--- src/cmd_frame_defs.svh ---
`ifndef CMD_FRAME_DEFS_SVH
`define CMD_FRAME_DEFS_SVH

// ------------------------------------------------------------------
// Frame geometry
// ------------------------------------------------------------------
`define CORE_LEN 4'h7
`define SER_LEN 4'h9
`define CAN_REPLY_LEN 4'h6
`define SER_REPLY_LEN 4'h9

// ------------------------------------------------------------------
// Status codes
// ------------------------------------------------------------------
`define ST_OK 8'h64
`define ST_STORED 8'h65
`define ST_BAD_SUM 8'h01
`define ST_BAD_CMD 8'h02
`define ST_BAD_TYPE 8'h03
`define ST_BAD_VALUE 8'h04
`define ST_LOCKED 8'h05
`define ST_NOT_AVAIL 8'h06

`endif

--- src/cmd_frame_pkg.sv ---
package cmd_frame_pkg;
    typedef enum logic [3:0] {
        ST_RX = 4'b0001,
        ST_EXEC = 4'b0010,
        ST_WAIT = 4'b0100,
        ST_TX = 4'b1000
    } phase_e;
endpackage : cmd_frame_pkg

--- src/frame_store.sv ---
`timescale 1ns/1ps
// Nine-byte frame store with registered read data
module frame_store #(
    parameter int DEPTH = 9
) (
    input wire logic CLK_I, // Clock
    input wire logic we_i, // Write strobe
    input wire logic [3:0] waddr_i, // Write index
    input wire logic [7:0] wdata_i, // Write byte
    input wire logic [3:0] raddr_i, // Read index
    output logic [7:0] rdata_o // Registered read byte
);
    logic [7:0] mem [DEPTH];
    logic [7:0] nxt_rdata;

    always_comb begin
        nxt_rdata = mem[raddr_i];
    end

    always_ff @(posedge CLK_I) begin
        if (we_i) begin
            mem[waddr_i] <= wdata_i;
        end
        rdata_o <= nxt_rdata;
    end
endmodule : frame_store

--- src/cmd_frame_interp.sv ---
`timescale 1ns/1ps
`include "cmd_frame_defs.svh"

// Behaviour
// - A command core is 7 bytes: cmd, type, bank, value MSB first.
// - On serial links an address byte leads and a checksum byte trails.
// - The command checksum is the 8-bit sum of the eight bytes before it.
// - On CAN there is no address or checksum; the identifier addresses.
// - Each serial command gets one reply: addrs, status, cmd, value, sum; frames for another module address get none.
// - The reply checksum is the 8-bit sum of all other reply bytes.
// - On CAN the reply has no address or checksum bytes.
// - The device transmits only when answering a received command.
// - The command's actions complete before the reply starts.
// - Status is 100 on success and 101 when stored into program memory.
// - Status is 1 for bad checksum, 2 unknown command, 3 bad type.
// - Status is 4 bad value, 5 locked memory, 6 unavailable command.
module cmd_frame_interp
    import cmd_frame_pkg::*;
(
    input wire logic CLK_I, // Clock, 25 MHz
    input wire logic RSTN_I, // Synchronous reset, active low
    input wire logic CAN_MODE_I, // Link is CAN (strap level)
    input wire logic [7:0] MOD_ADDR_I, // Own module address
    input wire logic [7:0] REPLY_ADDR_I, // Reply address
    input wire logic RX_VALID_I, // Received byte strobe
    input wire logic [7:0] RX_BYTE_I, // Received byte
    input wire logic TX_READY_I, // Transmitter accepts byte
    input wire logic EXEC_DONE_I, // Action finished
    input wire logic [7:0] EXEC_STATUS_I, // Status from executor
    input wire logic [31:0] EXEC_VALUE_I, // Reply value
    output logic CMD_VALID_O, // Command to executor, pulse
    output logic [7:0] CMD_NUM_O, // Command number
    output logic [7:0] CMD_TYPE_O, // Type number
    output logic [7:0] CMD_BANK_O, // Motor or bank number
    output logic [31:0] CMD_VALUE_O, // Value
    output logic TX_VALID_O, // Reply byte valid
    output logic [7:0] TX_BYTE_O, // Reply byte
    output logic TX_LAST_O, // Last reply byte
    output logic BUSY_O // Frame being handled
);
    // --------------------------------------------------------------
    // Input synchronisers
    // --------------------------------------------------------------
    logic can_meta_ff, can_ff, rxv_meta_ff, rxv_ff;
    logic [7:0] rxb_meta_ff, rxb_ff;
    logic rxv_dly_ff;
    logic rx_stb;

    always_ff @(posedge CLK_I) begin
        can_meta_ff <= CAN_MODE_I;
        can_ff <= can_meta_ff;
        rxv_meta_ff <= RX_VALID_I;
        rxv_ff <= rxv_meta_ff;
        rxb_meta_ff <= RX_BYTE_I;
        rxb_ff <= rxb_meta_ff;
        rxv_dly_ff <= rxv_ff;
    end

    assign rx_stb = rxv_ff & ~rxv_dly_ff;

    // --------------------------------------------------------------
    // Helpers
    // --------------------------------------------------------------
    function automatic logic is_err(input logic [7:0] s);
        is_err = (s != `ST_OK) && (s != `ST_STORED);
    endfunction : is_err

    // --------------------------------------------------------------
    // Frame store
    // --------------------------------------------------------------
    phase_e st_ff, nxt_st;
    logic [3:0] cnt_ff, nxt_cnt;
    logic [3:0] ridx;
    logic [7:0] rdata;
    logic store_we;

    // Only bytes taken while receiving land in the store
    assign store_we = rx_stb & (st_ff == ST_RX);

    frame_store #(.DEPTH(9)) u_store (
        .CLK_I(CLK_I),
        .we_i(store_we),
        .waddr_i(cnt_ff),
        .wdata_i(rxb_ff),
        .raddr_i(ridx),
        .rdata_o(rdata)
    );

    // --------------------------------------------------------------
    // Control state
    // --------------------------------------------------------------
    logic [7:0] sum_ff, nxt_sum;
    logic [7:0] stat_ff, nxt_stat;
    logic [31:0] val_ff, nxt_val;
    logic [7:0] cmd_ff, nxt_cmd, typ_ff, nxt_typ, bank_ff, nxt_bank;
    logic cv_ff, nxt_cv;
    logic busy_ff, nxt_busy;
    logic txv_ff, nxt_txv, txl_ff, nxt_txl;
    logic [7:0] txb_ff, nxt_txb;
    logic [3:0] flen, core_base, rlen;
    logic [7:0] txsum;

    assign flen = can_ff ? `CORE_LEN : `SER_LEN;
    assign core_base = can_ff ? 4'h0 : 4'h1;
    assign rlen = can_ff ? `CAN_REPLY_LEN : `SER_REPLY_LEN;
    assign ridx = 4'h0;
    assign txsum = REPLY_ADDR_I + MOD_ADDR_I + stat_ff + cmd_ff
                   + val_ff[31:24] + val_ff[23:16] + val_ff[15:8]
                   + val_ff[7:0];

    always_comb begin
        logic [3:0] pos;
        logic [3:0] k;
        pos = 4'h0;
        k = 4'h0;
        nxt_st = st_ff;
        nxt_cnt = cnt_ff;
        nxt_sum = sum_ff;
        nxt_stat = stat_ff;
        nxt_val = val_ff;
        nxt_cmd = cmd_ff;
        nxt_typ = typ_ff;
        nxt_bank = bank_ff;
        nxt_cv = 1'b0;
        nxt_txv = txv_ff;
        nxt_txl = txl_ff;
        nxt_txb = txb_ff;
        case (st_ff)
            ST_RX: begin
                nxt_txv = 1'b0;
                if (rx_stb) begin
                    pos = cnt_ff - core_base;
                    nxt_cnt = cnt_ff + 4'h1;
                    if (cnt_ff != `CORE_LEN + 4'h1 || can_ff) begin
                        nxt_sum = sum_ff + rxb_ff;
                    end
                    if (pos == 4'h0) nxt_cmd = rxb_ff;
                    if (pos == 4'h1) nxt_typ = rxb_ff;
                    if (pos == 4'h2) nxt_bank = rxb_ff;
                    if (pos >= 4'h3 && pos <= 4'h6) begin
                        nxt_val = {val_ff[23:0], rxb_ff};
                    end
                    if (nxt_cnt == flen) begin
                        nxt_cnt = 4'h0;
                        nxt_sum = 8'h00;
                        if (!can_ff && sum_ff != rxb_ff) begin
                            nxt_stat = `ST_BAD_SUM;
                            nxt_st = ST_WAIT;
                        end else begin
                            nxt_cv = 1'b1;
                            nxt_st = ST_EXEC;
                        end
                        if (!can_ff && sum_ff == rxb_ff
                            && rdata != MOD_ADDR_I) begin
                            nxt_st = ST_RX;
                            nxt_cv = 1'b0;
                        end
                        if (!can_ff && sum_ff != rxb_ff
                            && rdata != MOD_ADDR_I) begin
                            nxt_st = ST_RX;
                        end
                    end
                end
            end
            ST_EXEC: begin
                if (EXEC_DONE_I) begin
                    nxt_stat = EXEC_STATUS_I;
                    nxt_val = is_err(EXEC_STATUS_I) ? val_ff : EXEC_VALUE_I;
                    nxt_st = ST_WAIT;
                end
            end
            ST_WAIT: begin
                nxt_cnt = 4'h0;
                nxt_st = ST_TX;
            end
            ST_TX: begin
                if (!txv_ff || TX_READY_I) begin
                    if (txl_ff && txv_ff) begin
                        nxt_txv = 1'b0;
                        nxt_txl = 1'b0;
                        nxt_cnt = 4'h0;
                        nxt_st = ST_RX;
                    end else begin
                        k = can_ff ? cnt_ff + 4'h2 : cnt_ff;
                        case (k)
                            4'h0: nxt_txb = REPLY_ADDR_I;
                            4'h1: nxt_txb = MOD_ADDR_I;
                            4'h2: nxt_txb = stat_ff;
                            4'h3: nxt_txb = cmd_ff;
                            4'h4: nxt_txb = val_ff[31:24];
                            4'h5: nxt_txb = val_ff[23:16];
                            4'h6: nxt_txb = val_ff[15:8];
                            4'h7: nxt_txb = val_ff[7:0];
                            default: nxt_txb = txsum;
                        endcase
                        nxt_txv = 1'b1;
                        nxt_txl = (cnt_ff + 4'h1 == rlen);
                        nxt_cnt = cnt_ff + 4'h1;
                    end
                end
            end
            default: nxt_st = ST_RX;
        endcase
        nxt_busy = (nxt_st != ST_RX);
    end

    always_ff @(posedge CLK_I) begin
        if (!RSTN_I) begin
            st_ff <= ST_RX;
            cnt_ff <= 4'h0;
            sum_ff <= 8'h00;
            stat_ff <= 8'h00;
            val_ff <= 32'h0000_0000;
            cmd_ff <= 8'h00;
            typ_ff <= 8'h00;
            bank_ff <= 8'h00;
            cv_ff <= 1'b0;
            busy_ff <= 1'b0;
            txv_ff <= 1'b0;
            txl_ff <= 1'b0;
            txb_ff <= 8'h00;
        end else begin
            st_ff <= nxt_st;
            cnt_ff <= nxt_cnt;
            sum_ff <= nxt_sum;
            stat_ff <= nxt_stat;
            val_ff <= nxt_val;
            cmd_ff <= nxt_cmd;
            typ_ff <= nxt_typ;
            bank_ff <= nxt_bank;
            cv_ff <= nxt_cv;
            busy_ff <= nxt_busy;
            txv_ff <= nxt_txv;
            txl_ff <= nxt_txl;
            txb_ff <= nxt_txb;
        end
    end

    assign CMD_VALID_O = cv_ff;
    assign CMD_NUM_O = cmd_ff;
    assign CMD_TYPE_O = typ_ff;
    assign CMD_BANK_O = bank_ff;
    assign CMD_VALUE_O = val_ff;
    assign TX_VALID_O = txv_ff;
    assign TX_BYTE_O = txb_ff;
    assign TX_LAST_O = txl_ff;
    assign BUSY_O = busy_ff;
endmodule : cmd_frame_interp

--- config.mk ---
export PLATFORM = sky130hd
export DESIGN_NAME = cmd_frame_interp
export DESIGN_NICKNAME = d
export VERILOG_FILES = /design/src/cmd_frame_pkg.sv /design/src/frame_store.sv /design/src/cmd_frame_interp.sv
export VERILOG_INCLUDE_DIRS = /design/src
export SDC_FILE = /design/constraint.sdc
export NUM_CORES = 1
export LEC_CHECK = 0
export BUFFER_PORTS_ARGS = -buffer_cell sky130_fd_sc_hd__buf_2
export CAP_MARGIN = 5
export CORE_MARGIN = 2
export CORE_UTILIZATION = 25
export CTS_CLUSTER_DIAMETER = 120
export DETAILED_ROUTE_END_ITERATION = 12
export GPL_ROUTABILITY_DRIVEN = 0
export HOLD_SLACK_MARGIN = 0.08
export MAX_ROUTING_LAYER = met4
export PLACE_DENSITY = 0.52
export SYNTH_ARGS = -nofsm -noshare
export SYNTH_HDL_FRONTEND = slang
export SYNTH_SLANG_ARGS = --single-unit
--- constraint.sdc ---
create_clock -name CLK_I -period 11 [get_ports CLK_I]
set_input_delay 2.75 -clock CLK_I [delete_from_list [all_inputs] [get_ports CLK_I]]
set_output_delay 2.75 -clock CLK_I [all_outputs]
set_load 0.03 [all_outputs]
==> key figures <==
Run status
  • Status: finished clean

Clocking
  • H-tree levels: 4
  • Clock sinks: roughly 130
  • Clock Pin Slew Worst Setup and Hold Paths: 0.06 ns
  • Root Buffer: clkbuf_16
  • Number of buffers on the longest clock path: 2
  • Clk_lat worst skew: roughly 0.43 ns
  • CTS tree: done
  • Total CTS buffers: 17
  • Postcts setup bufs: 0
  • CTS Hold Bufs: 0
  • Post-CTS Resized: 0

Timing
  • Hold Vio Cnt, Final: 0
  • Slew Limit Fails: 0
  • Tightest Pin Transition: 0.9956 ns
  • Setup violations, final: 0
  • Post-layout minimum cycle time: 6.234 ns
  • Clock Skew: 0.01318 ns
  • Setup_tns: 0 ns
  • Max Freq: 160.4 MHz
  • RSZ-0062 raised after global routing: no
  • Final period util: 0.5667
  • Max transition margin: 0.3363
  • Fin Hold WS: approximately 0.33 ns

Floorplan
  • FP Rows: 63
  • Die Y: about 180 um
  • Initial Utilization: 0.2544
  • DIE WIDTH: between 150 and 200 um
  • I/O Pins: 138
  • Die area: 0.03156 mm^2
  • Core Footprint: 0.02964 mm^2

Power and ir drop
  • Total Power: approximately 1300 uW
  • Peak supply drop: 0.09648 mV
  • Leak Pwr: 0.004318 uW
  • Cell area power density: 139.1 mW/mm^2

Synthesis
  • Post-Syn Nets: 910
  • Syn Area/Cell: 9.679 um^2
  • Yosys top cell by area: dfxtp_1
  • Synth Register Bits: 129
  • Unique cell type count in the Yosys netlist: 64
  • Register area share after synthesis: 0.3531
  • Cells after Synth: 779
  • Cell Area, Synth: 0.007540 mm^2
  • Top cell types by occurrence after synthesis: dfxtp_1 (121), inv_1 (91), nand2_1 (47)
  • Top post-synthesis cells by area: dfxtp_1 (32%), fa_1 (11%), mux2i_1 (5.0%), inv_1 (4.5%), ha_1 (3.5%)
  • Post-synth EDFFs: 8
  • Async set-reset flop share out of synthesis: 0
  • Synth Warn #: 0
  • Most common cell in the synthesized netlist: dfxtp_1
  • Synth top area share: 0.3213
  • Main synth FF type: dfxtp_1

Drt
  • Metal3 WL: 1.941 mm
  • Via count: slightly below 6000
  • Post-route ant nets: 0
  • WL met1: 10.12 mm
  • Uppermost layer routed: met4
  • Wire length on met2: 10.10 mm
  • DRT Wirelength: between 20 and 25 mm
  • Vias/cell: between 4 and 5
  • First DRT Iteration DRCs: 369
  • DRT Pass-1 Iters: 4
  • Avg WL per Cell: approximately 17 um
  • DRC violations left: 0

Layout
  • Share of layout cells above drive strength 1: 0.2309
  • Syn-to-layout area delta: 22.05%
  • Final #Nets: 1032

Worst setup path
  • Crit. End Element: flip-flop
  • Crit start category: primary input
  • WP data required: 11.32 ns
  • CP arrival: 6.55 ns
  • Critical path fanouts, max: 3
  • Kind of critical path: in2reg

Placed design
  • Detailed Place HPWL: 16.98 mm
  • Port-buffer cells: roughly 140

Run
  • Total of max-cap violations: 0

Global routing
  • Initial antenna violation count: 7
  • Largest net degree at the start of global routing: 103
  • Grt ovf: 0
  • Vias in the first global route: roughly 5900
  • First-pass GRT wire length: 34.31 mm
  • Overall Global Routing Usage: 0.1505

Hold path
  • Hold WC Path Type: reg2reg
## worst max-delay path, cell delays in order
cell and delay, ns:
buf_2 0.12, inv_1 0.07, fa_1 0.52, inv_1 0.05
fa_1 0.51, fa_1 0.54, inv_1 0.05, fa_1 0.52
inv_1 0.04, ha_1 0.22, fa_1 0.41, a21o_1 0.17
a21oi_1 0.16, xor2_1 0.17, o211ai_1 0.10, o211a_1 0.14
## metrics by stage
step                  util  area [um^2]  instances  worst slack [ns]
CTS                 0.3099         9185       1304             4.765
floorplan                -         7540        779             4.607
detailed placement  0.2899         8591       1272             4.320
global route        0.3105         9203       1311             4.623
finish              0.3105         9203       1311             4.766
global placement    0.2899         8591       1272             4.336
## final timing paths
kind,startpoint,to,slack (ns),depth (start not counted)
min reg2reg,rxb_meta_ff[4],rxb_ff[4],0.33,0
min,rxb_meta_ff[4],rxb_ff[4],0.33,0
max,MOD_ADDR_I[2],TX_BYTE_O[6],4.77,16
max reg2reg,CMD_NUM_O[2],TX_BYTE_O[6],6.72,15
## logic make-up (layout without fill, tap and decap cells)
| group | count (synthesis) | after routing | synth area share |
|---|---|---|---|
| simple gates | 226 | 226 | 0.1610 |
| buf+inv | 135 | 270 | 0.07401 |
| xor+xnor | 37 | 37 | 0.04298 |
| other cells | 0 | 7 | 0 |
| flops | 129 | 129 | 0.3531 |
| compound gates | 129 | 129 | 0.1296 |
| mux | 62 | 62 | 0.09824 |
| fa+ha+maj | 61 | 61 | 0.1411 |
## area by class of cell
class / count / area (um^2)
fillers: 3220 / 20440
flip-flops and latches: 129 / 2663
inverters: 92 / 345.3
clock buffers: 17 / 425.4
well taps: 390 / 488.0
diodes: 7 / 17.52
clock inverters: 15 / 168.9
multi-input cells: 515 / 4342
repair buffers: 146 / 753.2
## routing by layer
metal / track usage / vias to the layer above
li1: - / 2921
met1: 0.1916 / 2852
met2: 0.2242 / 157
met3: 0.05398 / 16
met4: 0.04303 / 0
met5: - / -
## layout by cell type (no fill, tap or decap), types with 7 or more instances in the layout
cell	n
clkbuf_16	17
buf_2	137
mux2i_1	38
nor2_1	40
a22oi_1	9
nand2_1	47
o211a_1	11
dfxtp_1	121
xnor2_1	29
fa_1	40
and3_1	20
buf_4	9
nand2b_1	13
mux2_2	16
nand3b_1	7
xor2_1	7
ha_1	21
nor2b_1	41
mux4_2	8
a211o_1	16
inv_1	91
edfxtp_1	8
o21ai_0	18
diode_2	7
a21oi_1	10
nand3_1	23
a21boi_0	11
nor3_1	13
## power by group
group / leakage (uW) / switching, uW / internal [uW]
Clock: 0.000291 / 255 / 324
Sequential: 0.00106 / 14.1 / 486
Combinational: 0.00296 / 113 / 88.0
Total: 0.00432 / 382 / 898
## registers in the layout, indices dropped and copies added (netlist names)
| signal | flops |
|---|---|
| stat_ff | 8 |
| cnt_ff | 4 |
| rxv_meta_ff | 1 |
| TX_VALID_O | 1 |
| CMD_TYPE_O | 8 |
| st_ff | 4 |
| CMD_VALID_O | 1 |
| CMD_NUM_O | 8 |
| can_meta_ff | 1 |
| CMD_VALUE_O | 32 |
| u_store.rdata_o | 8 |
| TX_BYTE_O | 8 |
| TX_LAST_O | 1 |
| rxv_dly_ff | 1 |
| can_ff | 1 |
| rxb_meta_ff | 8 |
| CMD_BANK_O | 8 |
| u_store.mem | 8 |
| BUSY_O | 1 |
| rxv_ff | 1 |
| sum_ff | 8 |
| rxb_ff | 8 |
No activity file was read; power rests on OpenSTA's default activity.
